===== config.mk =====
export PLATFORM = sky130hd
export DESIGN_NAME = interrupt_status_collector
export DESIGN_NICKNAME = d
export VERILOG_FILES = /design/src/core/isc_pkg.sv /design/src/core/interrupt_status_collector.sv /design/src/core/sticky_flags.sv
export SDC_FILE = /design/constraint.sdc
export NUM_CORES = 1
export LEC_CHECK = 0
export BUFFER_PORTS_ARGS = -buffer_cell sky130_fd_sc_hd__buf_2
export CAP_MARGIN = 20
export CORE_ASPECT_RATIO = 0.5
export CORE_UTILIZATION = 39
export CTS_CLUSTER_DIAMETER = 80
export DETAILED_ROUTE_END_ITERATION = 8
export PLACE_DENSITY_LB_ADDON = 0.1
export SLEW_MARGIN = 20
export SYNTH_ARGS = -nofsm -noshare
export SYNTH_HDL_FRONTEND = slang
export SYNTH_SLANG_ARGS = --single-unit

===== constraint.sdc =====
create_clock -name core_clk -period 2.5 [get_ports core_clk]
set_input_delay 0.25 -clock core_clk [delete_from_list [all_inputs] [get_ports core_clk]]
set_output_delay 0.25 -clock core_clk [all_outputs]
set_load 0.02 [all_outputs]

===== src/core/isc_pkg.sv =====
// Purpose: Shared constants of the interrupt status collector.
// Assumes: Byte offsets on an 8-bit host address; 32-bit register data.
// Notes: Bit positions index the interrupt status word.
package isc_pkg;

    ////////////////////////////////////////////////////////////////////////////
    // Register offsets on the host bus.
    localparam logic [7:0] STATUS_OFF = 8'h58;
    localparam logic [7:0] BYTE_TEST_OFF = 8'h64;

    ////////////////////////////////////////////////////////////////////////////
    // Field positions inside the interrupt status word.
    localparam int SOFT_BIT = 31;
    localparam int TX_HALT_BIT = 25;
    localparam int RX_HALT_BIT = 24;
    localparam int DROP_HALF_BIT = 23;
    localparam int TX_DONE_BIT = 21;
    localparam int RX_DMA_BIT = 20;
    localparam int TIMER_BIT = 19;
    localparam int PHY_BIT = 18;
    localparam int POWER_BIT = 17;
    localparam int TX_STS_OVF_BIT = 16;
    localparam int RX_OVERSIZE_BIT = 15;
    localparam int RX_ERR_BIT = 14;
    localparam int TX_ERR_BIT = 13;
    localparam int TX_OVERRUN_BIT = 10;
    localparam int TX_SPACE_BIT = 9;
    localparam int TX_STS_FULL_BIT = 8;
    localparam int TX_STS_LVL_BIT = 7;
    localparam int FRAME_DROP_BIT = 6;
    localparam int RX_STS_FULL_BIT = 4;
    localparam int RX_STS_LVL_BIT = 3;
    localparam int PIN_LSB = 0;
    localparam int PIN_COUNT = 3;

    ////////////////////////////////////////////////////////////////////////////
    // Masks and reset values.
    localparam logic [31:0] IMPL_MASK = 32'h83BFE7DF;
    localparam logic [31:0] STICKY_MASK = 32'h83BBE7DF;
    localparam logic [31:0] STATUS_RESET = 32'h00000000;

    ////////////////////////////////////////////////////////////////////////////
    // Event thresholds.
    localparam logic [31:0] DROP_HALF_VALUE = 32'h7FFFFFFF;
    localparam logic [15:0] TIMER_ZERO = 16'h0000;
    localparam logic [15:0] OVERSIZE_BYTES = 16'h0800;

endpackage


===== src/core/interrupt_status_collector.sv =====
// Purpose: Collects device events into the interrupt status word on the host bus.
// Assumes: Event inputs are pulses or levels from logic on core_clk; pins are not.
// Notes: Mask, deassertion timer and pin driver sit outside; the mask arrives as a port.
// Notes on behaviour
// - Host writing one to a status bit other than bit 18 clears it; host writes one to acknowledge.
// - Software bit 31 sets while software event enable is high; write one clears.
// - Bit 25 sets when transmit stop is requested and transmitter has halted.
// - Bit 24 sets when the receive engine has halted.
// - Bit 23 sets when the drop counter steps from 7FFFFFFFh to 80000000h.
// - Bit 21 sets when a completion-flagged transmit buffer is fully loaded.
// - Bit 20 sets when the programmed receive DMA length has been read out.
// - Bit 19 sets when the general timer wraps from zero to FFFFh.
// - Bit 18 mirrors the PHY event and ignores host writes.
// - Bit 17 sets on a power event regardless of wake output; write one clears.
// - Power events never wake the device; only a byte-test register write does.
// - The power event interrupt is never held back by the deassertion interval.
// - Bit 16 sets when the transmit status FIFO overflows.
// - Bit 15 sets when a received packet exceeds 2048 bytes.
// - Bit 14 sets when the receive engine reports an error.
// - Bit 13 sets when the transmit engine reports an error.
// - Bit 10 sets on a transmit data FIFO write while that FIFO is full.
// - Bit 9 sets while transmit data free space exceeds its level.
// - Bit 8 sets on transmit status full; bit 7 while its used count exceeds its level.
// - Bit 6 sets each time a received frame is dropped.
// - Bit 4 sets on receive status full; bit 3 while its used count exceeds its level.
// - Bits 2 to 0 latch selected pin edges; write one clears each.
// - Status bits show events regardless of the enable mask.
// - Master indication is high whenever an enabled status bit is active.
`timescale 1ns/100ps
module interrupt_status_collector (
    input wire logic core_clk,
    input wire logic rst_b,
    input wire logic host_wr,
    input wire logic host_rd,
    input wire logic [7:0] host_addr,
    input wire logic [31:0] host_wdata,
    output logic [31:0] host_rdata,
    output logic host_rd_valid,
    input wire logic [31:0] interrupt_enable_mask,
    input wire logic software_event_enable,
    input wire logic transmit_stop_request,
    input wire logic transmit_halted,
    input wire logic receive_halted,
    input wire logic drop_count_inc,
    input wire logic [31:0] drop_count,
    input wire logic tx_buffer_loaded,
    input wire logic completion_notify_flag,
    input wire logic receive_dma_done,
    input wire logic timer_tick,
    input wire logic [15:0] timer_count,
    input wire logic phy_event,
    input wire logic power_event_detect,
    input wire logic transmit_status_overflow,
    input wire logic rx_frame_end,
    input wire logic [15:0] rx_frame_bytes,
    input wire logic receive_error,
    input wire logic transmit_error,
    input wire logic tx_data_write,
    input wire logic tx_data_full,
    input wire logic [7:0] tx_data_free_blocks,
    input wire logic [7:0] tx_space_level,
    input wire logic tx_status_full,
    input wire logic [7:0] tx_status_used,
    input wire logic [7:0] tx_status_level,
    input wire logic frame_dropped,
    input wire logic rx_status_full,
    input wire logic [7:0] rx_status_used,
    input wire logic [7:0] rx_status_level,
    input wire logic [2:0] gpio_pin_in,
    input wire logic [2:0] gpio_rise_select,
    output logic master_irq,
    output logic power_event_irq,
    output logic wake_request
);

    ////////////////////////////////////////////////////////////////////////////
    // Reset release through two flip-flops.
    logic [1:0] rst_sync_ff;
    logic [1:0] nxt_rst_sync;
    logic sys_rst_b;

    // Shift ones in after the release so the core leaves reset on a clean edge.
    always_comb begin
        nxt_rst_sync = {rst_sync_ff[0], 1'b1};
    end

    always_ff @(posedge core_clk or negedge rst_b) begin
        if (!rst_b) begin
            rst_sync_ff <= 2'h0;
        end else begin
            rst_sync_ff <= nxt_rst_sync;
        end
    end

    assign sys_rst_b = rst_sync_ff[1];

    ////////////////////////////////////////////////////////////////////////////
    // Pin inputs: three flip-flops, a level counts once stages two and three agree.
    logic [2:0] pin_s1_ff;
    logic [2:0] pin_s2_ff;
    logic [2:0] pin_s3_ff;
    logic [2:0] pin_stable_ff;
    logic [2:0] nxt_pin_stable;
    logic [2:0] pin_event;

    // Stage one feeds stage two only; the filter looks at two and three.
    always_comb begin
        nxt_pin_stable = pin_stable_ff;
        for (int i = 0; i < isc_pkg::PIN_COUNT; i++) begin
            if (pin_s2_ff[i] == pin_s3_ff[i]) begin
                nxt_pin_stable[i] = pin_s3_ff[i];
            end
        end
        // An edge counts only toward the level that the pin's select asks for.
        pin_event = (pin_stable_ff ^ nxt_pin_stable) & ~(nxt_pin_stable ^ gpio_rise_select);
    end

    always_ff @(posedge core_clk or negedge sys_rst_b) begin
        if (!sys_rst_b) begin
            pin_s1_ff <= 3'h0;
            pin_s2_ff <= 3'h0;
            pin_s3_ff <= 3'h0;
            pin_stable_ff <= 3'h0;
        end else begin
            pin_s1_ff <= gpio_pin_in;
            pin_s2_ff <= pin_s1_ff;
            pin_s3_ff <= pin_s2_ff;
            pin_stable_ff <= nxt_pin_stable;
        end
    end

    ////////////////////////////////////////////////////////////////////////////
    // Host access decode.
    logic wr_status_hit;
    logic wr_byte_test_hit;
    logic rd_status_hit;

    assign wr_status_hit = host_wr && (host_addr == isc_pkg::STATUS_OFF);
    assign wr_byte_test_hit = host_wr && (host_addr == isc_pkg::BYTE_TEST_OFF);
    assign rd_status_hit = host_rd && (host_addr == isc_pkg::STATUS_OFF);

    ////////////////////////////////////////////////////////////////////////////
    // Event sources. Levels set every cycle they hold, so a clear under a
    // standing condition is refused by the set, which is what software expects.
    logic [31:0] set_vec;
    logic [31:0] clr_vec;

    always_comb begin
        set_vec = 32'h00000000;
        set_vec[isc_pkg::SOFT_BIT] = software_event_enable;
        set_vec[isc_pkg::TX_HALT_BIT] = transmit_stop_request && transmit_halted;
        set_vec[isc_pkg::RX_HALT_BIT] = receive_halted;
        set_vec[isc_pkg::DROP_HALF_BIT] = drop_count_inc && (drop_count == isc_pkg::DROP_HALF_VALUE);
        set_vec[isc_pkg::TX_DONE_BIT] = tx_buffer_loaded && completion_notify_flag;
        set_vec[isc_pkg::RX_DMA_BIT] = receive_dma_done;
        set_vec[isc_pkg::TIMER_BIT] = timer_tick && (timer_count == isc_pkg::TIMER_ZERO);
        set_vec[isc_pkg::POWER_BIT] = power_event_detect;
        set_vec[isc_pkg::TX_STS_OVF_BIT] = transmit_status_overflow;
        set_vec[isc_pkg::RX_OVERSIZE_BIT] = rx_frame_end && (rx_frame_bytes > isc_pkg::OVERSIZE_BYTES);
        set_vec[isc_pkg::RX_ERR_BIT] = receive_error;
        set_vec[isc_pkg::TX_ERR_BIT] = transmit_error;
        set_vec[isc_pkg::TX_OVERRUN_BIT] = tx_data_write && tx_data_full;
        set_vec[isc_pkg::TX_SPACE_BIT] = tx_data_free_blocks > tx_space_level;
        set_vec[isc_pkg::TX_STS_FULL_BIT] = tx_status_full;
        set_vec[isc_pkg::TX_STS_LVL_BIT] = tx_status_used > tx_status_level;
        set_vec[isc_pkg::FRAME_DROP_BIT] = frame_dropped;
        set_vec[isc_pkg::RX_STS_FULL_BIT] = rx_status_full;
        set_vec[isc_pkg::RX_STS_LVL_BIT] = rx_status_used > rx_status_level;
        set_vec[isc_pkg::PIN_LSB +: isc_pkg::PIN_COUNT] = pin_event;
        // Only ones in write-clear positions clear; zeros and reserved bits do nothing.
        clr_vec = 32'h00000000;
        if (wr_status_hit) begin
            clr_vec = host_wdata & isc_pkg::STICKY_MASK;
        end
    end

    ////////////////////////////////////////////////////////////////////////////
    // Sticky flags; the PHY bit is left out of the mask and mirrored below.
    logic [31:0] sticky_q;

    sticky_flags #(
        .WIDTH(32),
        .KEEP_MASK(isc_pkg::STICKY_MASK)
    ) u_flags (
        .core_clk(core_clk),
        .sys_rst_b(sys_rst_b),
        .set_vec(set_vec),
        .clr_vec(clr_vec),
        .flags(sticky_q)
    );

    ////////////////////////////////////////////////////////////////////////////
    // Status word, outputs and read data.
    logic phy_ff;
    logic nxt_phy;
    logic [31:0] status_vec;
    logic [31:0] rdata_ff;
    logic [31:0] nxt_rdata;
    logic rd_valid_ff;
    logic master_irq_ff;
    logic nxt_master_irq;
    logic power_irq_ff;
    logic nxt_power_irq;
    logic wake_ff;
    logic nxt_wake;

    // The mask is never applied here, so software sees every source.
    always_comb begin
        status_vec = sticky_q;
        status_vec[isc_pkg::PHY_BIT] = phy_ff;
    end

    // Next values of the read data and the indications.
    always_comb begin
        nxt_phy = phy_event;
        nxt_rdata = 32'h00000000;
        if (rd_status_hit) begin
            nxt_rdata = status_vec & isc_pkg::IMPL_MASK;
        end
        nxt_master_irq = |(status_vec & interrupt_enable_mask);
        // Straight from the flag: no interval timer may stand in this path.
        nxt_power_irq = status_vec[isc_pkg::POWER_BIT] && interrupt_enable_mask[isc_pkg::POWER_BIT];
        // Waking depends on the byte-test write alone, never on the power flag.
        nxt_wake = wr_byte_test_hit;
    end

    always_ff @(posedge core_clk or negedge sys_rst_b) begin
        if (!sys_rst_b) begin
            phy_ff <= 1'b0;
            rdata_ff <= isc_pkg::STATUS_RESET;
            rd_valid_ff <= 1'b0;
            master_irq_ff <= 1'b0;
            power_irq_ff <= 1'b0;
            wake_ff <= 1'b0;
        end else begin
            phy_ff <= nxt_phy;
            rdata_ff <= nxt_rdata;
            rd_valid_ff <= host_rd;
            master_irq_ff <= nxt_master_irq;
            power_irq_ff <= nxt_power_irq;
            wake_ff <= nxt_wake;
        end
    end

    assign host_rdata = rdata_ff;
    assign host_rd_valid = rd_valid_ff;
    assign master_irq = master_irq_ff;
    assign power_event_irq = power_irq_ff;
    assign wake_request = wake_ff;
endmodule


===== src/core/sticky_flags.sv =====
// Purpose: Bank of sticky event flags with write-one clear.
// Assumes: Set and clear vectors come from logic on the same clock.
// Notes: A set in the cycle of a clear wins, so no event is lost.
`timescale 1ns/100ps
module sticky_flags #(
    parameter int WIDTH = 32,
    parameter logic [WIDTH-1:0] KEEP_MASK = '1
) (
    input wire logic core_clk,
    input wire logic sys_rst_b,
    input wire logic [WIDTH-1:0] set_vec,
    input wire logic [WIDTH-1:0] clr_vec,
    output logic [WIDTH-1:0] flags
);

    logic [WIDTH-1:0] flags_ff;
    logic [WIDTH-1:0] nxt_flags;

    ////////////////////////////////////////////////////////////////////////////
    // Clear first, then set, so the set has the last word.
    always_comb begin
        nxt_flags = ((flags_ff & ~clr_vec) | set_vec) & KEEP_MASK;
    end

    // Plain register stage for the flags.
    always_ff @(posedge core_clk or negedge sys_rst_b) begin
        if (!sys_rst_b) begin
            flags_ff <= '0;
        end else begin
            flags_ff <= nxt_flags;
        end
    end

    assign flags = flags_ff;

endmodule


==> run_results.csv, run 1 <==
group,metric,value,unit
run_status,status,"completed",
power_and_ir_drop,power.switching,0.578,mW
sta,skew,0.00374,ns
hold_path,hp-start,"gpio_pin_in[2]",
sta,grt_setup_unrepaired,"false",
hold_path,whs_path_depth,1,
clock_tree,htree_num_levels,3,
flow_run,max_cap_violations,0,
setup_path,worstPathMaxFanout,21,
setup_path,timing.rr.end,"master_irq",
final_layout,diodes,0,
final_layout,fillers,679,
logic_synthesis,synth-simple-area-share,20.1,%
logic_synthesis,synth.area.top_cells,"dfrtp_1 51%, ha_1 9.6%, and2_1 5.2%",
logic_synthesis,ys_types,41,
setup_path,startpoint_type,"primary input",
routing,via_count,2940,
clock_tree,cts_root_buffer,"clkbuf_16",
logic_synthesis,async_reset_ff_share,100,%
power_and_ir_drop,p_comb_share,11.0,%
logic_synthesis,yosys_warnings,0,
setup_path,crit_buf_inv,1,
floorplan,dieArea,8400,µm²
clock_tree,clkTransAtPathRegs,0.05,ns
clock_tree,clock_path_buffers,2,
logic_synthesis,synth_top_family_by_area,"simple AND/OR/NAND/NOR gates",
logic_synthesis,syn_avg_cell_area,11.0,µm²
final_layout,drive_above_1_share,46.6,%
setup_path,cp_top_family,"simple AND/OR/NAND/NOR gates",
power_and_ir_drop,p_int,2.12,mW
routing,drt_first_iter_violations,45,
logic_synthesis,ys_top_cells_by_count,"64 x dfrtp_1, 27 x nand2_1, 26 x and2_1",
logic_synthesis,ys.flop_type,"dfrtp_1",
clock_tree,cts_num_sinks,64,
power_and_ir_drop,p_sw_share,21.4,%
setup_path,critPathArrivalTime,1.50,ns
setup_path,r2r-start,"u_flags.flags[0]",
global_route,grt_pass1_wl,12500,µm
global_route,grt_pass1_vias,2776,
setup_path,rrSetupSlack,1.31,ns
final_layout,fin_nets,752,
sta,worst_pin_slew,0.702,ns
power_and_ir_drop,total_power,2.70,mW
floorplan,design.portCount,250,
logic_synthesis,synthAdderAreaFrac,10.6,%
logic_synthesis,post-synth-top-area-cell,"dfrtp_1",
floorplan,start_util,41.4,%
hold_path,holdCritPathClass,"primary input to flip-flop",
setup_path,critical_path.endpoint_type,"flip-flop",
floorplan,fp-row-count,22,
final_layout,utilization,61.9,%
logic_synthesis,synth_edf_count,0,
logic_synthesis,synthXorXnorAreaFrac,0,%
global_route,grt.total_usage,20.0,%
place,io_buffers,221,
sta,timing.fmax,0.775,GHz
logic_synthesis,synth.top_cell.area_share,51.2,%
power_and_ir_drop,pwr-share-clk,49.2,%
place,place_congestion,0.798,
logic_synthesis,synthMuxAreaShare,0,%
power_and_ir_drop,p_leak,2.49,nW
sta,setup_ws,1.21,ns
place,place_hpwl,6500,µm
routing,wl_per_cell,12.8,µm
setup_path,crit_chain,"buf_2 > nor4b_4 > and3_4 > nand2_1 > a211o_1",
clock_tree,cts_tree,"yes",
sta,period_share,51.6,%
clock_tree,cts_buffers,9,
floorplan,die_w,129,µm
global_route,overflow,0,
logic_synthesis,synth_seq_area_share,51.2,%
final_layout,syn2layout_area_growth,49.3,%
sta,hold_violations,0,
routing,dr.pass1.iters,4,
setup_path,rr_worst_depth,4,
routing,wl,8030,µm
logic_synthesis,synth_compound_area_share,12.0,%
routing,antenna_left,0,
power_and_ir_drop,ir_drop,0.395,mV
sta,setup_viol,0,
routing,drc,0,
clock_tree,clk_latency,0.33,ns
power_and_ir_drop,seq_power_share,39.8,%
clock_tree,cts-resized-gates,0,
place,dpl_worst_slack,0.856,ns
floorplan,core,7540,µm²
global_route,antenna_found_initial,0,
logic_synthesis,synthMostInstantiatedCell,"dfrtp_1",
hold_path,worstHoldEndpoint,"pin_s1_ff[2]",
logic_synthesis,syn_area,3130,µm²
logic_synthesis,syn_inst,284,
setup_path,critPathKind,"primary input to flip-flop",
setup_path,cpMaxStageDelayCell,"and3_4",
global_route,grt_max_degree,33,
power_and_ir_drop,power_density,579,nW/µm²
setup_path,cp_data_required_time,2.71,ns
setup_path,max_stage_delay,0.42,ns
sta,drv_slew,0,
floorplan,die_h,65.3,µm
sta,setup-tns-final,0,ns
sta,slew-limit-headroom,53.2,%
logic_synthesis,ys_seq_elements,64,
sta,finalCriticalPeriod,1.29,ns
routing,avgViaCountPerCell,4.69,
==> how the worst max path moves through the flow <==
| stage | start | end | slack [ns] | cells past startpoint |
|---|---|---|---|---|
| after floorplan | rst_sync_ff[1] | host_rd_valid | 0.59 | 0 |
| after global placement | host_addr[1] | u_flags.flags[0] | 0.87 | 5 |
| after detailed placement | host_addr[1] | u_flags.flags[1] | 0.86 | 5 |
| after CTS | host_addr[1] | u_flags.flags[1] | 1.20 | 5 |
| after global routing | host_addr[1] | u_flags.flags[1] | 1.11 | 5 |
| final | host_addr[1] | u_flags.flags[0] | 1.21 | 5 |
==> worst register-to-register path: cells and delay by family (launching register included) <==
| family | cells | cell delay (ns) |
|---|---|---|
| simple gates | 3 | 0.37 |
| flops | 1 | 0.41 |
| compound gates | 1 | 0.27 |
==> timing repair <==
item,in CTS,in global routing
hold buffers,1,0
buffers inserted,0,0
endpoints found under the hold margin,2,0
setup endpoints to repair,0,0
==> through the flow <==
step | cells | hold WS, ns | cell area, µm²
2_1_floorplan | 292 | -0.0456 | 3160
3_3_place_gp | 610 | 0.0356 | 4330
3_5_place_dp | 610 | 0.0364 | 4330
4_1_cts | 627 | 0.0173 | 4670
5_1_grt | 627 | 0.0128 | 4670
6_report | 627 | 0.0293 | 4670
==> cells by family (layout without fill, tap and decap cells) <==
family,count (synthesis),count (layout)
buffers and inverters,38,265
AO/OA/AOI/OAI,51,51
AND/OR/NAND/NOR,102,102
other,2,10
adder cells (fa/ha/maj),27,27
flip-flops,64,64
==> placed cells by master, fill, tap and decap left out, types with 6 or more instances in the layout <==
cell type and n:
nand2_1 27, nand4_1 14, a22oi_1 10, and2_1 26, inv_1 25, a21oi_1 6
conb_1 10, buf_2 221, a21o_1 11, nor4_1 7, dfrtp_1 63, ha_1 24
clkbuf_16 9
==> final cells by class <==
| cell class | count | area (µm²) | area share [%] |
|---|---|---|---|
| Clock buffer | 11 | 243 | 5.20 |
| Clock inverter | 5 | 80.1 | 1.72 |
| Inverter | 25 | 93.8 | 2.01 |
| Multi-Input combinational cell | 190 | 1370 | 29.3 |
| Sequential cell | 64 | 1600 | 34.3 |
| Tap cell | 108 | 135 | 2.90 |
| Timing Repair Buffer | 224 | 1140 | 24.5 |
==> registers in the layout, indices dropped and copies added (netlist names), 2 cells and up <==
signal / flops
pin_s1_ff: 3
rst_sync_ff: 2
pin_s3_ff: 3
pin_s2_ff: 3
u_flags.flags: 22
host_rdata: 23
pin_stable_ff: 3
==> power by group through the flow <==
stage	sequential, mW	clock (mW)	combinational, mW
2_1_floorplan	1.10	0	0.119
3_3_place_gp	1.09	0	0.295
3_5_place_dp	1.09	0	0.299
4_1_cts	1.08	1.36	0.302
5_1_grt	1.08	1.41	0.338
6_report	1.08	1.33	0.297
==> routing by layer <==
layer,GRT usage (%),routed length (µm)
met1,22.8,3200
met2,36.3,4310
met3,5.29,387
met4,7.50,122
met5,0,0
No activity file was read; power rests on OpenSTA's default activity.
==> run 2: changes to the inputs <==
--- a/config.mk
+++ b/config.mk
@@ -5,10 +5,11 @@
 export SDC_FILE = /design/constraint.sdc
 export NUM_CORES = 1
 export LEC_CHECK = 0
+export ABC_AREA = 1
 export BUFFER_PORTS_ARGS = -buffer_cell sky130_fd_sc_hd__buf_2
 export CAP_MARGIN = 20
 export CORE_ASPECT_RATIO = 0.5
-export CORE_UTILIZATION = 39
+export CORE_UTILIZATION = 38
 export CTS_CLUSTER_DIAMETER = 80
 export DETAILED_ROUTE_END_ITERATION = 8
 export PLACE_DENSITY_LB_ADDON = 0.1
==> constraint.sdc (replaced) <==
create_clock -name core_clk -period 1 [get_ports core_clk]
set_input_delay 0.1 -clock core_clk [delete_from_list [all_inputs] [get_ports core_clk]]
set_output_delay 0.1 -clock core_clk [all_outputs]
set_load 0.02 [all_outputs]
==> run 2 against run 1 <==
  * The flow now finishes with violations (design-rule violations)
  * Synthesized cell count increased by 56%
  * Flip-flop and latch count unchanged
  * Cell area increased by 16%
  * Final cell count increased by 32%
  * Power increased by 150%
  * Worst setup slack got worse by 1.2 ns
  * Critical path depth decreased by 4
  * Routed wire length increased by 10%
  * Global-route usage decreased by 1.3 points
  * Sequential power increased by 150%
  * First-iteration DRC count increased by 20%
  * Combinational power increased to 3.2 times the previous value
  * Critical endpoint is now host_rdata[23]
  * Largest power group unchanged
==> run_results.csv, run 2 <==
group,metric,value,unit
run_status,status,"complete, but fails checks",
run_status,violations,"design-rule violations",
routing,drt_first_iter_violations,54,
sta,drv_slew,0,
routing,via_count,3463,
hold_path,whs_path_depth,3,
logic_synthesis,ys_types,26,
logic_synthesis,ys.flop_type,"dfrtp_1",
routing,drc,7,
sta,setup_ws,0.0534,ns
hold_path,worstHoldEndpoint,"u_flags.flags[10]",
final_layout,regArea,1610,µm²
setup_path,critical_path.endpoint_type,"output pin",
clock_tree,cts_buffers,9,
setup_path,rrSetupSlack,0.06,ns
final_layout,utilization,60.7,%
global_route,grt.total_usage,18.7,%
clock_tree,clock_path_buffers,2,
floorplan,core,8890,µm²
global_route,grt_pass1_vias,3259,
place,dpl_worst_slack,-0.111,ns
setup_path,crit_buf_inv,1,
floorplan,design.portCount,250,
setup_path,critPathArrivalTime,0.85,ns
final_layout,largest_reg_flops,23,
final_layout,fin_nets,945,
clock_tree,cts_num_sinks,64,
final_layout,drive_above_1_share,41.2,%
final_layout,layout_commonest_cell,"buf_2",
flow_run,max_cap_violations,0,
logic_synthesis,synth.top_cell.area_share,45.2,%
global_route,grt_max_degree,28,
clock_tree,clk_latency,0.32,ns
setup_path,cp_top_family,"flip-flops",
hold_path,hp-start,"tx_data_full",
setup_path,max_stage_delay,0.37,ns
global_route,antenna_found_initial,1,
logic_synthesis,yosys_warnings,0,
place,place_hpwl,7460,µm
logic_synthesis,synth-simple-area-share,24.9,%
logic_synthesis,synth.area.top_cells,"dfrtp_1 45%, nand2_1 10%, inv_1 10%",
logic_synthesis,syn_avg_cell_area,8.02,µm²
logic_synthesis,synthMostInstantiatedCell,"nand2_1",
logic_synthesis,ys_seq_elements,64,
setup_path,timing.rr.end,"master_irq",
routing,dr.pass1.iters,7,
setup_path,startpoint_type,"flip-flop",
power_and_ir_drop,power_density,1250,nW/µm²
logic_synthesis,synth_edf_count,0,
sta,grt_setup_unrepaired,"true",
place,io_buffers,221,
logic_synthesis,ys_top_cells_by_count,"99 x nand2_1, 94 x inv_1, 64 x dfrtp_1",
sta,timing.fmax,1.06,GHz
clock_tree,cts_tree,"yes",
setup_path,crit_chain,"buf_2",
logic_synthesis,post-synth-top-area-cell,"dfrtp_1",
hold_path,holdCritPathClass,"primary input to flip-flop",
setup_path,critPathKind,"flip-flop to output pin",
logic_synthesis,syn_inst,442,
setup_path,worstPathMaxFanout,1,
routing,avgViaCountPerCell,4.18,
logic_synthesis,syn_area,3540,µm²
place,place_congestion,0.802,
power_and_ir_drop,p_leak,3.36,nW
clock_tree,htree_num_levels,3,
global_route,overflow,0,
sta,setup_viol,0,
place,placed_area,4880,µm²
logic_synthesis,synthAdderAreaFrac,8.75,%
sta,setup-tns-final,0,ns
final_layout,fillers,851,
routing,antenna_left,0,
floorplan,fp-row-count,24,
setup_path,cpMaxStageDelayCell,"dfrtp_1",
logic_synthesis,synthXorXnorAreaFrac,0,%
floorplan,dieArea,9740,µm²
final_layout,syn2layout_area_growth,52.2,%
logic_synthesis,synthMuxAreaShare,0,%
final_layout,final_area,5400,µm²
sta,finalCriticalPeriod,0.947,ns
setup_path,cp_data_required_time,0.90,ns
sta,skew,0.00434,ns
final_layout,mostFrequentLayoutCells,"221 x buf_2, 98 x nand2_1, 94 x inv_1",
clock_tree,cts_root_buffer,"clkbuf_16",
floorplan,start_util,39.9,%
logic_synthesis,async_reset_ff_share,100,%
logic_synthesis,synth_compound_area_share,7.52,%
power_and_ir_drop,ir_drop,0.751,mV
logic_synthesis,synth_top_family_by_area,"simple AND/OR/NAND/NOR gates",
floorplan,die_w,139,µm
setup_path,r2r-start,"u_flags.flags[1]",
final_layout,multi_input_area,1500,µm²
sta,period_share,94.7,%
routing,wl,8840,µm
logic_synthesis,synth_seq_area_share,45.2,%
routing,wl_per_cell,10.7,µm
sta,hold_violations,0,
global_route,grt_pass1_wl,14100,µm
clock_tree,clkTransAtPathRegs,0.05,ns
floorplan,die_h,70.3,µm
setup_path,rr_worst_depth,4,
final_layout,diodes,0,
run 2: cell count changes after synthesis, sizes merged, moves of 6 or more:
cell / change
a22oi: -10
nand3: +7
inv: +71
nor2: +73
o21bai: +10
nor4: -6
nand2: +74
and2: -26
o21ai: +13
a21o: -8
run 2: repair_timing:
action                                  in CTS  in global routing
resized for setup                            0                  1
buffers inserted                             0                  0
hold endpoints to repair                    21                  0
endpoints found under the setup margin       0                  1
hold buffers                                21                  0
run 2: per-layer routing:
metal  share of wire (%)  vias to the layer above  track usage [%]  routed length [µm]
li1                    -                     1851                -                   -
met5                0.11                        -                0                  10
met4                 1.1                        2             5.99                  93
met1                  40                     1510             20.1                3560
met2                  54                       90             36.0                4770
met3                 4.6                       10             4.60                 409
run 2: metrics by stage:
stage,std cells,total power [mW],hold slack (ns)
2_1_floorplan,450,3.15,-0.196
3_3_place_gp,792,3.61,-0.113
3_5_place_dp,792,3.63,-0.110
4_1_cts,829,6.80,0.00397
5_1_grt,829,7.04,0.0133
6_report,829,6.73,0.00423
run 2: power breakdown:
group          internal (mW)  total (mW)  switching [mW]
Sequential              2.64        2.68          0.0367
Clock                   2.06        3.09            1.03
Combinational          0.532       0.961           0.429
run 2: final cells by class:
type / count / share of cell area [%]
sequential: 64 / 29.7
multi-input combinational: 276 / 27.8
timing repair buffer: 259 / 27.5
inverter: 97 / 6.75
clock buffer: 13 / 4.82
tap: 117 / 2.71
clock inverter: 3 / 0.742
run 2: how the worst max path moves through the flow:
stage / from / end / slack [ns] / cells after the start
floorplan: rx_status_level[7] / u_flags.flags[3] / 0.1 / 7
global placement: host_addr[7] / u_flags.flags[15] / -0.09 / 8
detailed placement: host_addr[5] / u_flags.flags[7] / -0.11 / 7
CTS: u_flags.flags[3] / master_irq / 0.0003 / 4
global route: u_flags.flags[1] / master_irq / -0.01 / 4
finish: host_rdata[23] / host_rdata[23] / 0.05 / 1
run 2: kinds of logic (layout without fill, tap and decap cells):
logic type | count (synthesis) | count (layout)
compound gates | 39 | 39
fa+ha+maj | 25 | 25
buf+inv | 110 | 372
flops | 64 | 64
other cells | 2 | 10
simple gates | 202 | 202
